## config.mk

```make
export PLATFORM = sky130hd
export DESIGN_NAME = servo_jog_speed_select
export DESIGN_NICKNAME = d
export VERILOG_FILES = /design/src/rtl/servo_jog_speed_select.v
export VERILOG_INCLUDE_DIRS = /design/src /design/src/rtl
export SDC_FILE = /design/constraint.sdc
export NUM_CORES = 1
export LEC_CHECK = 0
export BUFFER_PORTS_ARGS = -buffer_cell sky130_fd_sc_hd__buf_4
export CORE_MARGIN = 2
export CORE_UTILIZATION = 33
export CTS_CLUSTER_SIZE = 24
export DETAILED_ROUTE_END_ITERATION = 10
export MAX_ROUTING_LAYER = met4
export PLACE_DENSITY_LB_ADDON = 0.08
export SYNTH_ARGS = -nofsm -noshare
export SYNTH_HDL_FRONTEND = slang
export SYNTH_SLANG_ARGS = --single-unit
export TNS_END_PERCENT = 5
```

## constraint.sdc

```tcl
create_clock -name clk_sys_i -period 5 [get_ports clk_sys_i]
set_input_delay 0.5 -clock clk_sys_i [delete_from_list [all_inputs] [get_ports clk_sys_i]]
set_output_delay 0.5 -clock clk_sys_i [all_outputs]
set_load 0.03 [all_outputs]
```

## src/rtl/servo_jog_defines.vh

```
`ifndef SERVO_JOG_DEFINES_VH
`define SERVO_JOG_DEFINES_VH

// ----------------------------------------------------------------
// register byte offsets
// ----------------------------------------------------------------
`define OFS_SW_ENABLE 8'h00
`define OFS_JOG_SPEED 8'h04
`define OFS_CTRL_MODE 8'h08
`define OFS_PRESET_ONE 8'h0C
`define OFS_PRESET_TWO 8'h10
`define OFS_PRESET_THREE 8'h14
`define OFS_STATUS 8'h18
`define OFS_FCODE_BASE 8'h20
`define OFS_FCODE_LAST 8'h40

// ----------------------------------------------------------------
// reset values
// ----------------------------------------------------------------
`define RST_SW_ENABLE 1'h0
`define RST_JOG_SPEED 16'h0014
`define RST_CTRL_MODE 8'h00
`define RST_PRESET 32'h00000000
`define RST_FCODE_NL 8'h16
`define RST_FCODE_PL 8'h17
`define RST_FCODE_EMG 8'h15
`define RST_FCODE_OTHER 8'h00

// ----------------------------------------------------------------
// encodings
// ----------------------------------------------------------------
`define MODE_SPEED 8'h02
`define FC_DISABLED 8'h00
`define FC_SERVO_ENABLE 8'h65
`define FC_FAULT_RESET 8'h66
`define FC_TORQUE_LIMIT 8'h6D
`define FC_SPEED_BIT0 8'h72
`define FC_SPEED_BIT1 8'h73
`define FC_EMG_STOP 8'h15
`define FC_REV_LIMIT 8'h16
`define FC_FWD_LIMIT 8'h17

// ----------------------------------------------------------------
// numeric limits, scales and source select codes
// ----------------------------------------------------------------
`define PRESET_MAX 32'sh0000C350
`define PRESET_MIN -32'sh0000C350
`define JOG_MAX 16'h270F
`define JOG_SCALE 32'h0000000A
`define SEL_ANALOG 2'h0
`define SEL_PRESET_ONE 2'h1
`define SEL_PRESET_TWO 2'h2
`define SEL_PRESET_THREE 2'h3

`endif

```

## src/rtl/servo_jog_speed_select.v

```verilog
// Chosen here: strobed register access and the register addresses.
`timescale 1ns/1ps
`include "servo_jog_defines.vh"

module servo_jog_speed_select (
  // clock, reset, enable
  input wire clk_sys_i,
  input wire nrst_i,
  input wire ce_i,
  // register port
  input wire [7:0] addr_i,
  input wire [31:0] wr_data_i,
  input wire wr_en_i,
  input wire rd_en_i,
  output reg [31:0] rd_data_o,
  // drive restart pulse, same clock domain
  input wire restart_i,
  // keypad pins
  input wire key_up_i,
  input wire key_down_i,
  input wire key_shift_i,
  input wire key_set_i,
  input wire key_mode_i,
  // digital input pins
  input wire [8:0] din_i,
  // analog command, signed, 0.1 r/min units, same clock domain
  input wire [15:0] analog_cmd_i,
  // drive outputs
  output reg [31:0] speed_cmd_o,
  output reg servo_on_o,
  output reg torque_limit_o,
  output reg jog_active_o,
  output reg [1:0] source_sel_o,
  output reg [2:0] alarm_o
);

  // ----------------------------------------------------------------
  // states
  // ----------------------------------------------------------------
  localparam ST_IDLE = 2'h0;
  localparam ST_EDIT = 2'h1;
  localparam ST_JOG = 2'h2;

  // ----------------------------------------------------------------
  // pin synchronisers
  // ----------------------------------------------------------------
  reg [13:0] pin_meta_r;
  reg [13:0] pin_sync_r;
  reg [4:0] key_prev_r;
  wire [13:0] pin_raw;
  assign pin_raw = {din_i, key_mode_i, key_set_i, key_shift_i,
                    key_down_i, key_up_i};

  always @(posedge clk_sys_i or negedge nrst_i) begin
    if (!nrst_i) begin
      pin_meta_r <= 14'h0000;
      pin_sync_r <= 14'h0000;
      key_prev_r <= 5'h00;
    end else if (ce_i) begin
      pin_meta_r <= pin_raw;
      pin_sync_r <= pin_meta_r;
      key_prev_r <= pin_sync_r[4:0];
    end
  end

  wire up_lvl = pin_sync_r[0];
  wire down_lvl = pin_sync_r[1];
  wire [4:0] key_edge = pin_sync_r[4:0] & ~key_prev_r;
  wire [8:0] din_s = pin_sync_r[13:5];

  // ----------------------------------------------------------------
  // registers
  // ----------------------------------------------------------------
  reg sw_enable_r;
  reg [15:0] jog_speed_r;
  reg [7:0] mode_pend_r;
  reg [7:0] mode_act_r;
  reg [31:0] preset_r [0:2];
  reg [7:0] fcode_r [0:8];
  reg [1:0] state_r;
  reg [15:0] edit_val_r;
  reg [1:0] digit_r;
  reg [2:0] alarm_r;
  reg fault_rst_prev_r;
  integer i;
  integer j;

  wire sel_fc = (addr_i >= `OFS_FCODE_BASE) &&
                (addr_i <= `OFS_FCODE_LAST) && (addr_i[1:0] == 2'h0);
  wire [3:0] fc_idx = addr_i[5:2] - 4'h8;
  wire preset_ok = ($signed(wr_data_i) <= `PRESET_MAX) &&
                   ($signed(wr_data_i) >= `PRESET_MIN);
  wire sel_preset = (addr_i == `OFS_PRESET_ONE) ||
                    (addr_i == `OFS_PRESET_TWO) ||
                    (addr_i == `OFS_PRESET_THREE);
  wire [1:0] preset_idx = (addr_i == `OFS_PRESET_ONE) ? 2'h0 :
                          (addr_i == `OFS_PRESET_TWO) ? 2'h1 : 2'h2;

  // ----------------------------------------------------------------
  // input function decode
  // ----------------------------------------------------------------
  // on: an input holding the code is high; asg: some input holds it
  reg fn_servo, fn_trq, fn_sel0, fn_sel1, fn_fault_rst;
  reg asg_nl, asg_pl, asg_emg, low_nl, low_pl, low_emg;

  always @* begin
    fn_servo = 1'b0;
    fn_trq = 1'b0;
    fn_sel0 = 1'b0;
    fn_sel1 = 1'b0;
    fn_fault_rst = 1'b0;
    asg_nl = 1'b0;
    asg_pl = 1'b0;
    asg_emg = 1'b0;
    low_nl = 1'b0;
    low_pl = 1'b0;
    low_emg = 1'b0;
    for (i = 0; i < 9; i = i + 1) begin
      // code 0 matches nothing, so the input is ignored
      case (fcode_r[i])
        `FC_SERVO_ENABLE: fn_servo = fn_servo | din_s[i];
        `FC_TORQUE_LIMIT: fn_trq = fn_trq | din_s[i];
        `FC_SPEED_BIT0: fn_sel0 = fn_sel0 | din_s[i];
        `FC_SPEED_BIT1: fn_sel1 = fn_sel1 | din_s[i];
        `FC_FAULT_RESET: fn_fault_rst = fn_fault_rst | din_s[i];
        `FC_REV_LIMIT: begin
          asg_nl = 1'b1;
          low_nl = low_nl | ~din_s[i];
        end
        `FC_FWD_LIMIT: begin
          asg_pl = 1'b1;
          low_pl = low_pl | ~din_s[i];
        end
        `FC_EMG_STOP: begin
          asg_emg = 1'b1;
          low_emg = low_emg | ~din_s[i];
        end
        default: begin
        end
      endcase
    end
  end

  // the drive follows the input level, or the software setting
  wire servo_en = sw_enable_r | fn_servo;
  // assigned limit or stop inputs that are not made raise alarms
  wire [2:0] alarm_set = {asg_emg & low_emg, asg_pl & low_pl,
                          asg_nl & low_nl};
  wire alarm_clr = restart_i | (fn_fault_rst & ~fault_rst_prev_r);

  // ----------------------------------------------------------------
  // jog edit step
  // ----------------------------------------------------------------
  reg [15:0] step;
  reg [15:0] edit_nxt;
  always @* begin
    case (digit_r)
      2'h0: step = 16'h0001;
      2'h1: step = 16'h000A;
      2'h2: step = 16'h0064;
      default: step = 16'h03E8;
    endcase
    edit_nxt = edit_val_r;
    if (key_edge[0]) begin
      // saturate instead of wrapping past the display range
      if (edit_val_r > `JOG_MAX - step)
        edit_nxt = `JOG_MAX;
      else
        edit_nxt = edit_val_r + step;
    end else if (key_edge[1]) begin
      if (edit_val_r < step)
        edit_nxt = 16'h0000;
      else
        edit_nxt = edit_val_r - step;
    end
  end

  // ----------------------------------------------------------------
  // control state
  // ----------------------------------------------------------------
  always @(posedge clk_sys_i or negedge nrst_i) begin
    if (!nrst_i) begin
      sw_enable_r <= `RST_SW_ENABLE;
      jog_speed_r <= `RST_JOG_SPEED;
      mode_pend_r <= `RST_CTRL_MODE;
      mode_act_r <= `RST_CTRL_MODE;
      for (j = 0; j < 3; j = j + 1)
        preset_r[j] <= `RST_PRESET;
      for (j = 0; j < 9; j = j + 1)
        fcode_r[j] <= `RST_FCODE_OTHER;
      fcode_r[5] <= `RST_FCODE_NL;
      fcode_r[6] <= `RST_FCODE_PL;
      fcode_r[7] <= `RST_FCODE_EMG;
      state_r <= ST_IDLE;
      edit_val_r <= `RST_JOG_SPEED;
      digit_r <= 2'h0;
      alarm_r <= 3'h0;
      fault_rst_prev_r <= 1'b0;
    end else if (ce_i) begin
      fault_rst_prev_r <= fn_fault_rst;
      // a fault present in the clearing cycle stays latched
      alarm_r <= (alarm_r & ~{3{alarm_clr}}) | alarm_set;
      // pending mode moves to active only at a restart
      if (restart_i)
        mode_act_r <= mode_pend_r;
      if (wr_en_i) begin
        if (addr_i == `OFS_SW_ENABLE)
          sw_enable_r <= wr_data_i[0];
        if (addr_i == `OFS_JOG_SPEED)
          jog_speed_r <= wr_data_i[15:0];
        if (addr_i == `OFS_CTRL_MODE)
          mode_pend_r <= wr_data_i[7:0];
        if (sel_preset && preset_ok)
          preset_r[preset_idx] <= wr_data_i;
        if (sel_fc)
          fcode_r[fc_idx] <= wr_data_i[7:0];
      end
      case (state_r)
        ST_IDLE: begin
          if (key_edge[3]) begin
            state_r <= ST_EDIT;
            edit_val_r <= jog_speed_r;
            digit_r <= 2'h0;
          end
        end
        ST_EDIT: begin
          edit_val_r <= edit_nxt;
          if (key_edge[2])
            digit_r <= digit_r + 2'h1;
          if (key_edge[3]) begin
            jog_speed_r <= edit_val_r;
            state_r <= ST_JOG;
          end else if (key_edge[4]) begin
            state_r <= ST_IDLE;
          end
        end
        ST_JOG: begin
          if (key_edge[3])
            jog_speed_r <= edit_val_r;
          if (key_edge[4])
            state_r <= ST_IDLE;
        end
        default: state_r <= ST_IDLE;
      endcase
    end
  end

  // ----------------------------------------------------------------
  // speed command
  // ----------------------------------------------------------------
  wire [1:0] src_sel = {fn_sel1, fn_sel0};
  wire [31:0] jog_cmd = {16'h0000, jog_speed_r} * `JOG_SCALE;
  wire speed_mode = (mode_act_r == `MODE_SPEED);
  reg [31:0] cmd_nxt;

  always @* begin
    cmd_nxt = 32'h00000000;
    if (!servo_en) begin
      cmd_nxt = 32'h00000000;
    end else if (state_r == ST_JOG) begin
      // clockwise is positive, counterclockwise negative
      if (up_lvl && !down_lvl)
        cmd_nxt = 32'h00000000 - jog_cmd;
      else if (down_lvl && !up_lvl)
        cmd_nxt = jog_cmd;
    end else if (speed_mode) begin
      case (src_sel)
        `SEL_ANALOG:
          cmd_nxt = {{16{analog_cmd_i[15]}}, analog_cmd_i};
        `SEL_PRESET_ONE: cmd_nxt = preset_r[0];
        `SEL_PRESET_TWO: cmd_nxt = preset_r[1];
        default: cmd_nxt = preset_r[2];
      endcase
    end
  end

  // ----------------------------------------------------------------
  // outputs and read data
  // ----------------------------------------------------------------
  reg [31:0] rd_nxt;
  always @* begin
    rd_nxt = 32'h00000000;
    if (sel_fc)
      rd_nxt = {24'h000000, fcode_r[fc_idx]};
    else if (sel_preset)
      rd_nxt = preset_r[preset_idx];
    else begin
      case (addr_i)
        `OFS_SW_ENABLE: rd_nxt = {31'h00000000, sw_enable_r};
        `OFS_JOG_SPEED: rd_nxt = {16'h0000, jog_speed_r};
        `OFS_CTRL_MODE: rd_nxt = {16'h0000, mode_act_r, mode_pend_r};
        `OFS_STATUS: rd_nxt = {16'h0000, edit_val_r[11:0], 1'b0,
                               alarm_r};
        default: rd_nxt = 32'h00000000;
      endcase
    end
  end

  always @(posedge clk_sys_i or negedge nrst_i) begin
    if (!nrst_i) begin
      rd_data_o <= 32'h00000000;
      speed_cmd_o <= 32'h00000000;
      servo_on_o <= 1'b0;
      torque_limit_o <= 1'b0;
      jog_active_o <= 1'b0;
      source_sel_o <= `SEL_ANALOG;
      alarm_o <= 3'h0;
    end else if (ce_i) begin
      if (rd_en_i)
        rd_data_o <= rd_nxt;
      speed_cmd_o <= cmd_nxt;
      servo_on_o <= servo_en;
      torque_limit_o <= fn_trq;
      jog_active_o <= (state_r == ST_JOG);
      source_sel_o <= src_sel;
      alarm_o <= alarm_r;
    end
  end

endmodule

```

==> results of run 1 <==
## kinds of logic (layout without fill, tap and decap cells)
family,Yosys count,count (layout),share of synthesized area [%]
muxes,241,241,14.68
AOI/OAI and AO/OA,513,513,18.11
other,0,1,0
adders and majority gates,63,63,4.188
xor gates and xnor gates,22,22,0.9953
DFF,330,330,42.75
buffers and inverters,175,327,3.555
and+or+nand+nor,622,622,15.73
## registers in the layout, summed over array words and instances (netlist names), 3 cells and up
| register | cells |
|---|---|
| pin_meta_r | 14 |
| jog_speed_r | 16 |
| pin_sync_r | 14 |
| preset_r | 96 |
| alarm_r | 3 |
| alarm_o | 3 |
| key_prev_r | 5 |
| fcode_r | 72 |
| edit_val_r | 16 |
| mode_pend_r | 8 |
| rd_data_o | 32 |
| mode_act_r | 8 |
| speed_cmd_o | 32 |
## cell usage in the layout (no fill, tap or decap), types with 42 or more instances in the layout
cell       instances
a21oi_1          102
buf_4            184
clkbuf_16         43
dfrtp_1          316
ha_1              60
inv_1             61
mux2_2           183
mux2i_1           42
nand2_1          253
nand2b_1          47
nor2_1           101
nor3_1            43
o21ai_0           95
o22ai_1           65
## how the worst min path moves through the flow
stage	to	slack (ns)
2_1_floorplan	alarm_o[0]	0.20
3_3_place_gp	rd_data_o[27]	0.47
3_5_place_dp	rd_data_o[27]	0.48
4_1_cts	pin_meta_r[7]	0.13
5_1_grt	pin_meta_r[5]	0.14
6_report	pin_meta_r[6]	0.16
## per-stage QoR
| step | setup WS [ns] | utilization [%] | instances |
|---|---|---|---|
| final | 0.6251 | 39.40 | 2884 |
| after detailed placement | 0.6664 | 36.87 | 2805 |
| after global placement | 0.7154 | 36.87 | 2805 |
| after floorplan | 1.310 | - | 1966 |
| after CTS | 0.6706 | 39.40 | 2883 |
| after global routing | 0.2641 | 39.40 | 2883 |
## what timing repair did
| action | 4_1_cts | 5_1_grt |
|---|---|---|
| hold endpoints to repair | 10 | 0 |
| setup endpoints to repair | 0 | 0 |
| hold buffers | 1 | 0 |
## final cells by class
class	count	area [um2]	share of cell area, %
multi-input combinational	1461	10410	45.71
sequential	330	8275	36.33
timing repair buffer	188	1446	6.350
clock buffer	60	1210	5.312
tap	765	957.2	4.202
clock inverter	17	241.5	1.060
inverter	62	232.7	1.022
antenna	1	2.502	0.01099
## routing by layer
| metal | vias up | GRT usage (%) | wire length, um |
|---|---|---|---|
| li1 | 7555 | - | - |
| met5 | - | - | 0 |
| met1 | 8336 | 34.24 | 33910 |
| met3 | 87 | 3.159 | 3758 |
| met4 | 0 | 6.346 | 1804 |
| met2 | 521 | 40.77 | 35390 |
## power by group
part / internal, W / switching [W]
sequential: 0.00288 / 0.000368
combinational: 0.00181 / 0.00294
clock: 0.00195 / 0.00128
total: 0.00665 / 0.00459
==> impl_metrics.json, run 1 <==
{
  "status": "finished, final reports clean",
  "arrival_ns": 4.80,
  "dp_hpwl_mm": 55.03,
  "place.gp.congestion": 0.9077,
  "crit_path_start": "jog_speed_r[1]",
  "hold_path.class": "primary input to flip-flop",
  "grt_pass1_wl_mm": 112.2,
  "clock_skew_ns": 0.01992,
  "core_area_um2": 57810,
  "vias_per_cell": 5.721,
  "h-tree-depth": 2,
  "path_buf_inv": 1,
  "min_period_over_period_pct": 87.50,
  "hp-start": "din_i[1]",
  "slew_viol_final": 0,
  "path_class": "flip-flop to flip-flop",
  "grt_overflow": 0,
  "fin_crit_ns": 4.375,
  "rsz0062_at_grt": "false",
  "ys_ff_latch": 330,
  "cp_cell_sequence": "ha_1 -> ha_1 -> inv_1 -> fa_1 -> nand2b_1 -> a21oi_1 -> o21ai_2 -> xnor2_1 -> or4b_1 -> nor4_4 -> nand3_1 -> o21ai_2 -> o22ai_1",
  "cp_slowest_cell": "or4b_1",
  "p_leak_nw": 10.38,
  "dr.pass1.iters": 6,
  "power_w": 0.01125,
  "endpoint": "speed_cmd_o[24]",
  "worstPathMaxFanout": 12,
  "netlist_top_cells_area": "dfrtp_1, mux2_2, nand2_1",
  "fmax_ghz": 0.2286,
  "cp-end-kind": "flip-flop",
  "crit_path_max_incr_delay_ns": 0.69,
  "reg2regPathDepth": 13,
  "vias": 16500,
  "ys.flop_type": "dfrtp_1",
  "die_w_um": 246.2,
  "start_kind": "flip-flop",
  "n_fill_cell": 5790,
  "required_ns": 5.43,
  "wl_mm": 74.87,
  "wire_per_inst_um": 25.96,
  "worstMarginPinSlew_ns": 1.165,
  "critical-path-top-delay-family": "simple AND/OR/NAND/NOR gates",
  "max-cap-violations": 0,
  "cp.depth": 13,
  "synth-seq-area-share_pct": 42.75,
  "slew_headroom_pct": 22.02,
  "syn_nets": 2105,
  "syn_area_um2": 19360,
  "start_util_pct": 33.49,
  "vdd_drop_max_mv": 0.2448,
  "cts_inserted_buffers": 42,
  "power_density_nw_per_um2": 493.8,
  "synthCells": 1966,
  "cts_tree": "built",
  "io_pins": 148,
  "rrSetupSlack_ns": 0.63,
  "synth.most_common_cell": "dfrtp_1",
  "r2r_end": "speed_cmd_o[24]",
  "first_iter_violations": 1313,
  "synthToLayoutAreaGrowth_pct": 17.65,
  "synth_commonest_cells": "dfrtp_1, nand2_1, mux2_2",
  "async_flop_share_pct": 100.0,
  "fin_tns_setup_ns": 0,
  "cts.path.max_buffers": 3,
  "clk_pin_slew_worst_paths_ns": 0.07,
  "yosysWarnings": 0,
  "dieArea_um2": 60620,
  "antenna_found_initial": 0,
  "final-setup-viol-count": 0,
  "synth_top_area_share_pct": 40.85,
  "cts_resized": 0,
  "postCtsSetupBuffers": 0,
  "grt_use_total_pct": 25.47,
  "cts.sinks": 330,
  "synth_cell_type_count": 91,
  "finalNetCount": 2224,
  "ant_nets": 0,
  "grt_max_degree": 101,
  "insertion_delay_ns": 0.58,
  "synth.avg_cell_area_um2": 9.847,
  "synth_edf_count": 0,
  "placed_cell_area_um2": 21310,
  "reg2reg_from": "jog_speed_r[1]",
  "grt_pass1_vias": 16450,
  "die_y_um": 246.2,
  "drc": 0,
  "portBuffers": 147,
  "final_area_um2": 22780,
  "layout-drive-gt1-share_pct": 23.56,
  "rows": 88,
  "yosysTopAreaCell": "dfrtp_1",
  "hold_viol": 0,
  "root_buffer": "clkbuf_16",
  "hold_path_depth": 2,
  "hold_ws_ns": 0.1625
}
Note: power is estimated with default switching activity, not from simulation.
==> run 2, diff against run 1 <==
- CAP_MARGIN: unset -> 20
- CORE_UTILIZATION: 33 -> 50
==> run 2 against run 1 <==
Net effect:
- clock power is 12% lower
- global-route usage is 8.1 points higher
- utilization is 18 points higher
- flip-flop and latch count stayed put
- hold slack better by 0.016 ns
- sequential share of layout area is 0.91 points higher
- clock skew is 0.0055 ns lower
- final cell count is 9.2% lower
- setup slack worse by 0.048 ns
- clock-buffer cell count is 3 lower
- die area is 34% lower
- combinational power is 1% lower
- critical endpoint is now speed_cmd_o[23]
==> impl_metrics.json, run 2 (synthesis results as in run 1) <==
{
  "vias": 16800,
  "worstMarginPinSlew_ns": 1.171,
  "critical-path-top-delay-family": "simple AND/OR/NAND/NOR gates",
  "slew_viol_final": 0,
  "hold_path.class": "primary input to flip-flop",
  "cts_inserted_buffers": 38,
  "vias_per_cell": 6.417,
  "insertion_delay_ns": 0.56,
  "arrival_ns": 4.82,
  "required_ns": 5.40,
  "fin_crit_ns": 4.423,
  "busiest_layer": "met2",
  "slew_headroom_pct": 21.63,
  "first_iter_violations": 1702,
  "cts_tree": "built",
  "final_common_cell": "dfrtp_1",
  "cp_cell_sequence": "ha_1 -> ha_1 -> inv_1 -> fa_1 -> nand2b_1 -> a21oi_1 -> o21ai_2 -> xnor2_1 -> or4b_1 -> nor4_4 -> nand3_1 -> o21ai_2 -> o22ai_1",
  "met3_usage_pct": 4.984,
  "dieArea_um2": 40310,
  "grt_overflow": 0,
  "postCtsSetupBuffers": 0,
  "h-tree-depth": 2,
  "use_met1_pct": 44.86,
  "clock_skew_ns": 0.01444,
  "n_antenna_cell": 0,
  "path_buf_inv": 1,
  "vdd_drop_max_mv": 0.3702,
  "cts.path.max_buffers": 3,
  "max-cap-violations": 0,
  "place.gp.congestion": 0.9782,
  "root_buffer": "clkbuf_16",
  "ant_nets": 0,
  "clk_pin_slew_worst_paths_ns": 0.06,
  "finalNetCount": 2210,
  "die_y_um": 200.8,
  "cts.sinks": 330,
  "final-setup-viol-count": 0,
  "io_pins": 148,
  "largest_registers": "preset_r: 96 flops, fcode_r: 72 flops",
  "power_density_nw_per_um2": 486.5,
  "portBuffers": 147,
  "grt_use_total_pct": 33.55,
  "wl_mm": 65.54,
  "die_w_um": 200.8,
  "regMostFlops": "preset_r",
  "layout-drive-gt1-share_pct": 23.05,
  "rsz0062_at_grt": "false",
  "n_fill_cell": 3388,
  "drc": 0,
  "mostFrequentLayoutCells": "dfrtp_1, nand2_1, mux2_2, buf_4, a21oi_1",
  "dp_hpwl_mm": 46.79,
  "grt_pass1_vias": 16460,
  "p_leak_nw": 10.24,
  "min_period_over_period_pct": 88.46,
  "rows": 72,
  "core_area_um2": 38470,
  "use_met2_pct": 51.74,
  "hold_viol": 0,
  "status": "finished, final reports clean",
  "largest_reg_flops": 96,
  "worstPathMaxFanout": 12,
  "start_kind": "flip-flop",
  "antenna_found_initial": 0,
  "final_util_pct": 57.77,
  "start_util_pct": 50.33,
  "path_class": "flip-flop to flip-flop",
  "cp_slowest_cell": "or4b_1",
  "wire_per_inst_um": 25.04,
  "fin_tns_setup_ns": 0,
  "fmax_ghz": 0.2261,
  "synthToLayoutAreaGrowth_pct": 14.79,
  "grt_pass1_wl_mm": 100.9,
  "cp-end-kind": "flip-flop",
  "grt_max_degree": 127,
  "crit_path_max_incr_delay_ns": 0.71,
  "dr.pass1.iters": 7
}
==> run 2: changes by cell type in the layout (fill, tap and decap cells not counted), moves of 2 or more <==
cell | previous run | this run
buf_4 | 184 | 172
bufinv_16 | 5 | 2
clkbuf_1 | 10 | 8
clkbuf_16 | 43 | 39
clkbuf_8 | 7 | 10
clkinv_2 | 6 | 4
clkinv_4 | 2 | 0
clkinvlp_4 | 2 | 4
==> run 2: final timing paths <==
check	startpoint	end	slack, ns	depth (start not counted)
worst min register to register	rd_data_o[21]	rd_data_o[21]	0.48	2
max in group asynchronous	nrst_i	fcode_r[55]	3.24	3
min in group asynchronous	nrst_i	edit_val_r[11]	0.53	2
worst max register to register	jog_speed_r[1]	speed_cmd_o[23]	0.58	13
worst max-delay path	jog_speed_r[1]	speed_cmd_o[23]	0.58	13
worst min-delay path	din_i[3]	pin_meta_r[8]	0.18	2
==> run 2: through the flow <==
| step | hold WS, ns | worst slack (ns) | std cells | power (W) | area (um2) |
|---|---|---|---|---|---|
| detailed placement | 0.4727 | 0.6698 | 2547 | 0.007915 | 20930 |
| floorplan | 0.2044 | 1.310 | 1966 | 0.006698 | 19360 |
| global route | 0.1552 | 0.2600 | 2618 | 0.01151 | 22220 |
| CTS | 0.1551 | 0.6026 | 2617 | 0.01080 | 22220 |
| global placement | 0.4652 | 0.7363 | 2546 | 0.007858 | 20930 |
| finish | 0.1781 | 0.5770 | 2618 | 0.01081 | 22220 |
==> run 2: area by class of cell <==
cell class	instances	area (um2)	area share (%)
Tap cell	518	648.1	2.916
Inverter	62	232.7	1.047
Clock inverter	12	127.6	0.5743
Multi-Input combinational cell	1461	10410	46.86
Clock buffer	57	1144	5.146
Timing Repair Buffer	178	1381	6.216
Sequential cell	330	8275	37.24
==> run 2: metal layers <==
layer / vias to the layer above / wire, um
met5: - / 0
met4: 0 / 2819
met3: 146 / 4756
met2: 782 / 30190
met1: 8365 / 27780
li1: 7506 / -
==> run 2: timing repair <==
item | CTS | global route
endpoints found under the hold margin | 6 | 0
gates resized for setup | 0 | 0
hold buffers | 1 | 0
==> run 2: power by group <==
part           leakage, nW  total (W)  switching, W  internal (W)
Sequential            4.40    0.00325      0.000367       0.00288
Combinational         5.23    0.00471       0.00290       0.00181
Clock                0.616    0.00285       0.00116       0.00169
Total                 10.2     0.0108       0.00443       0.00638
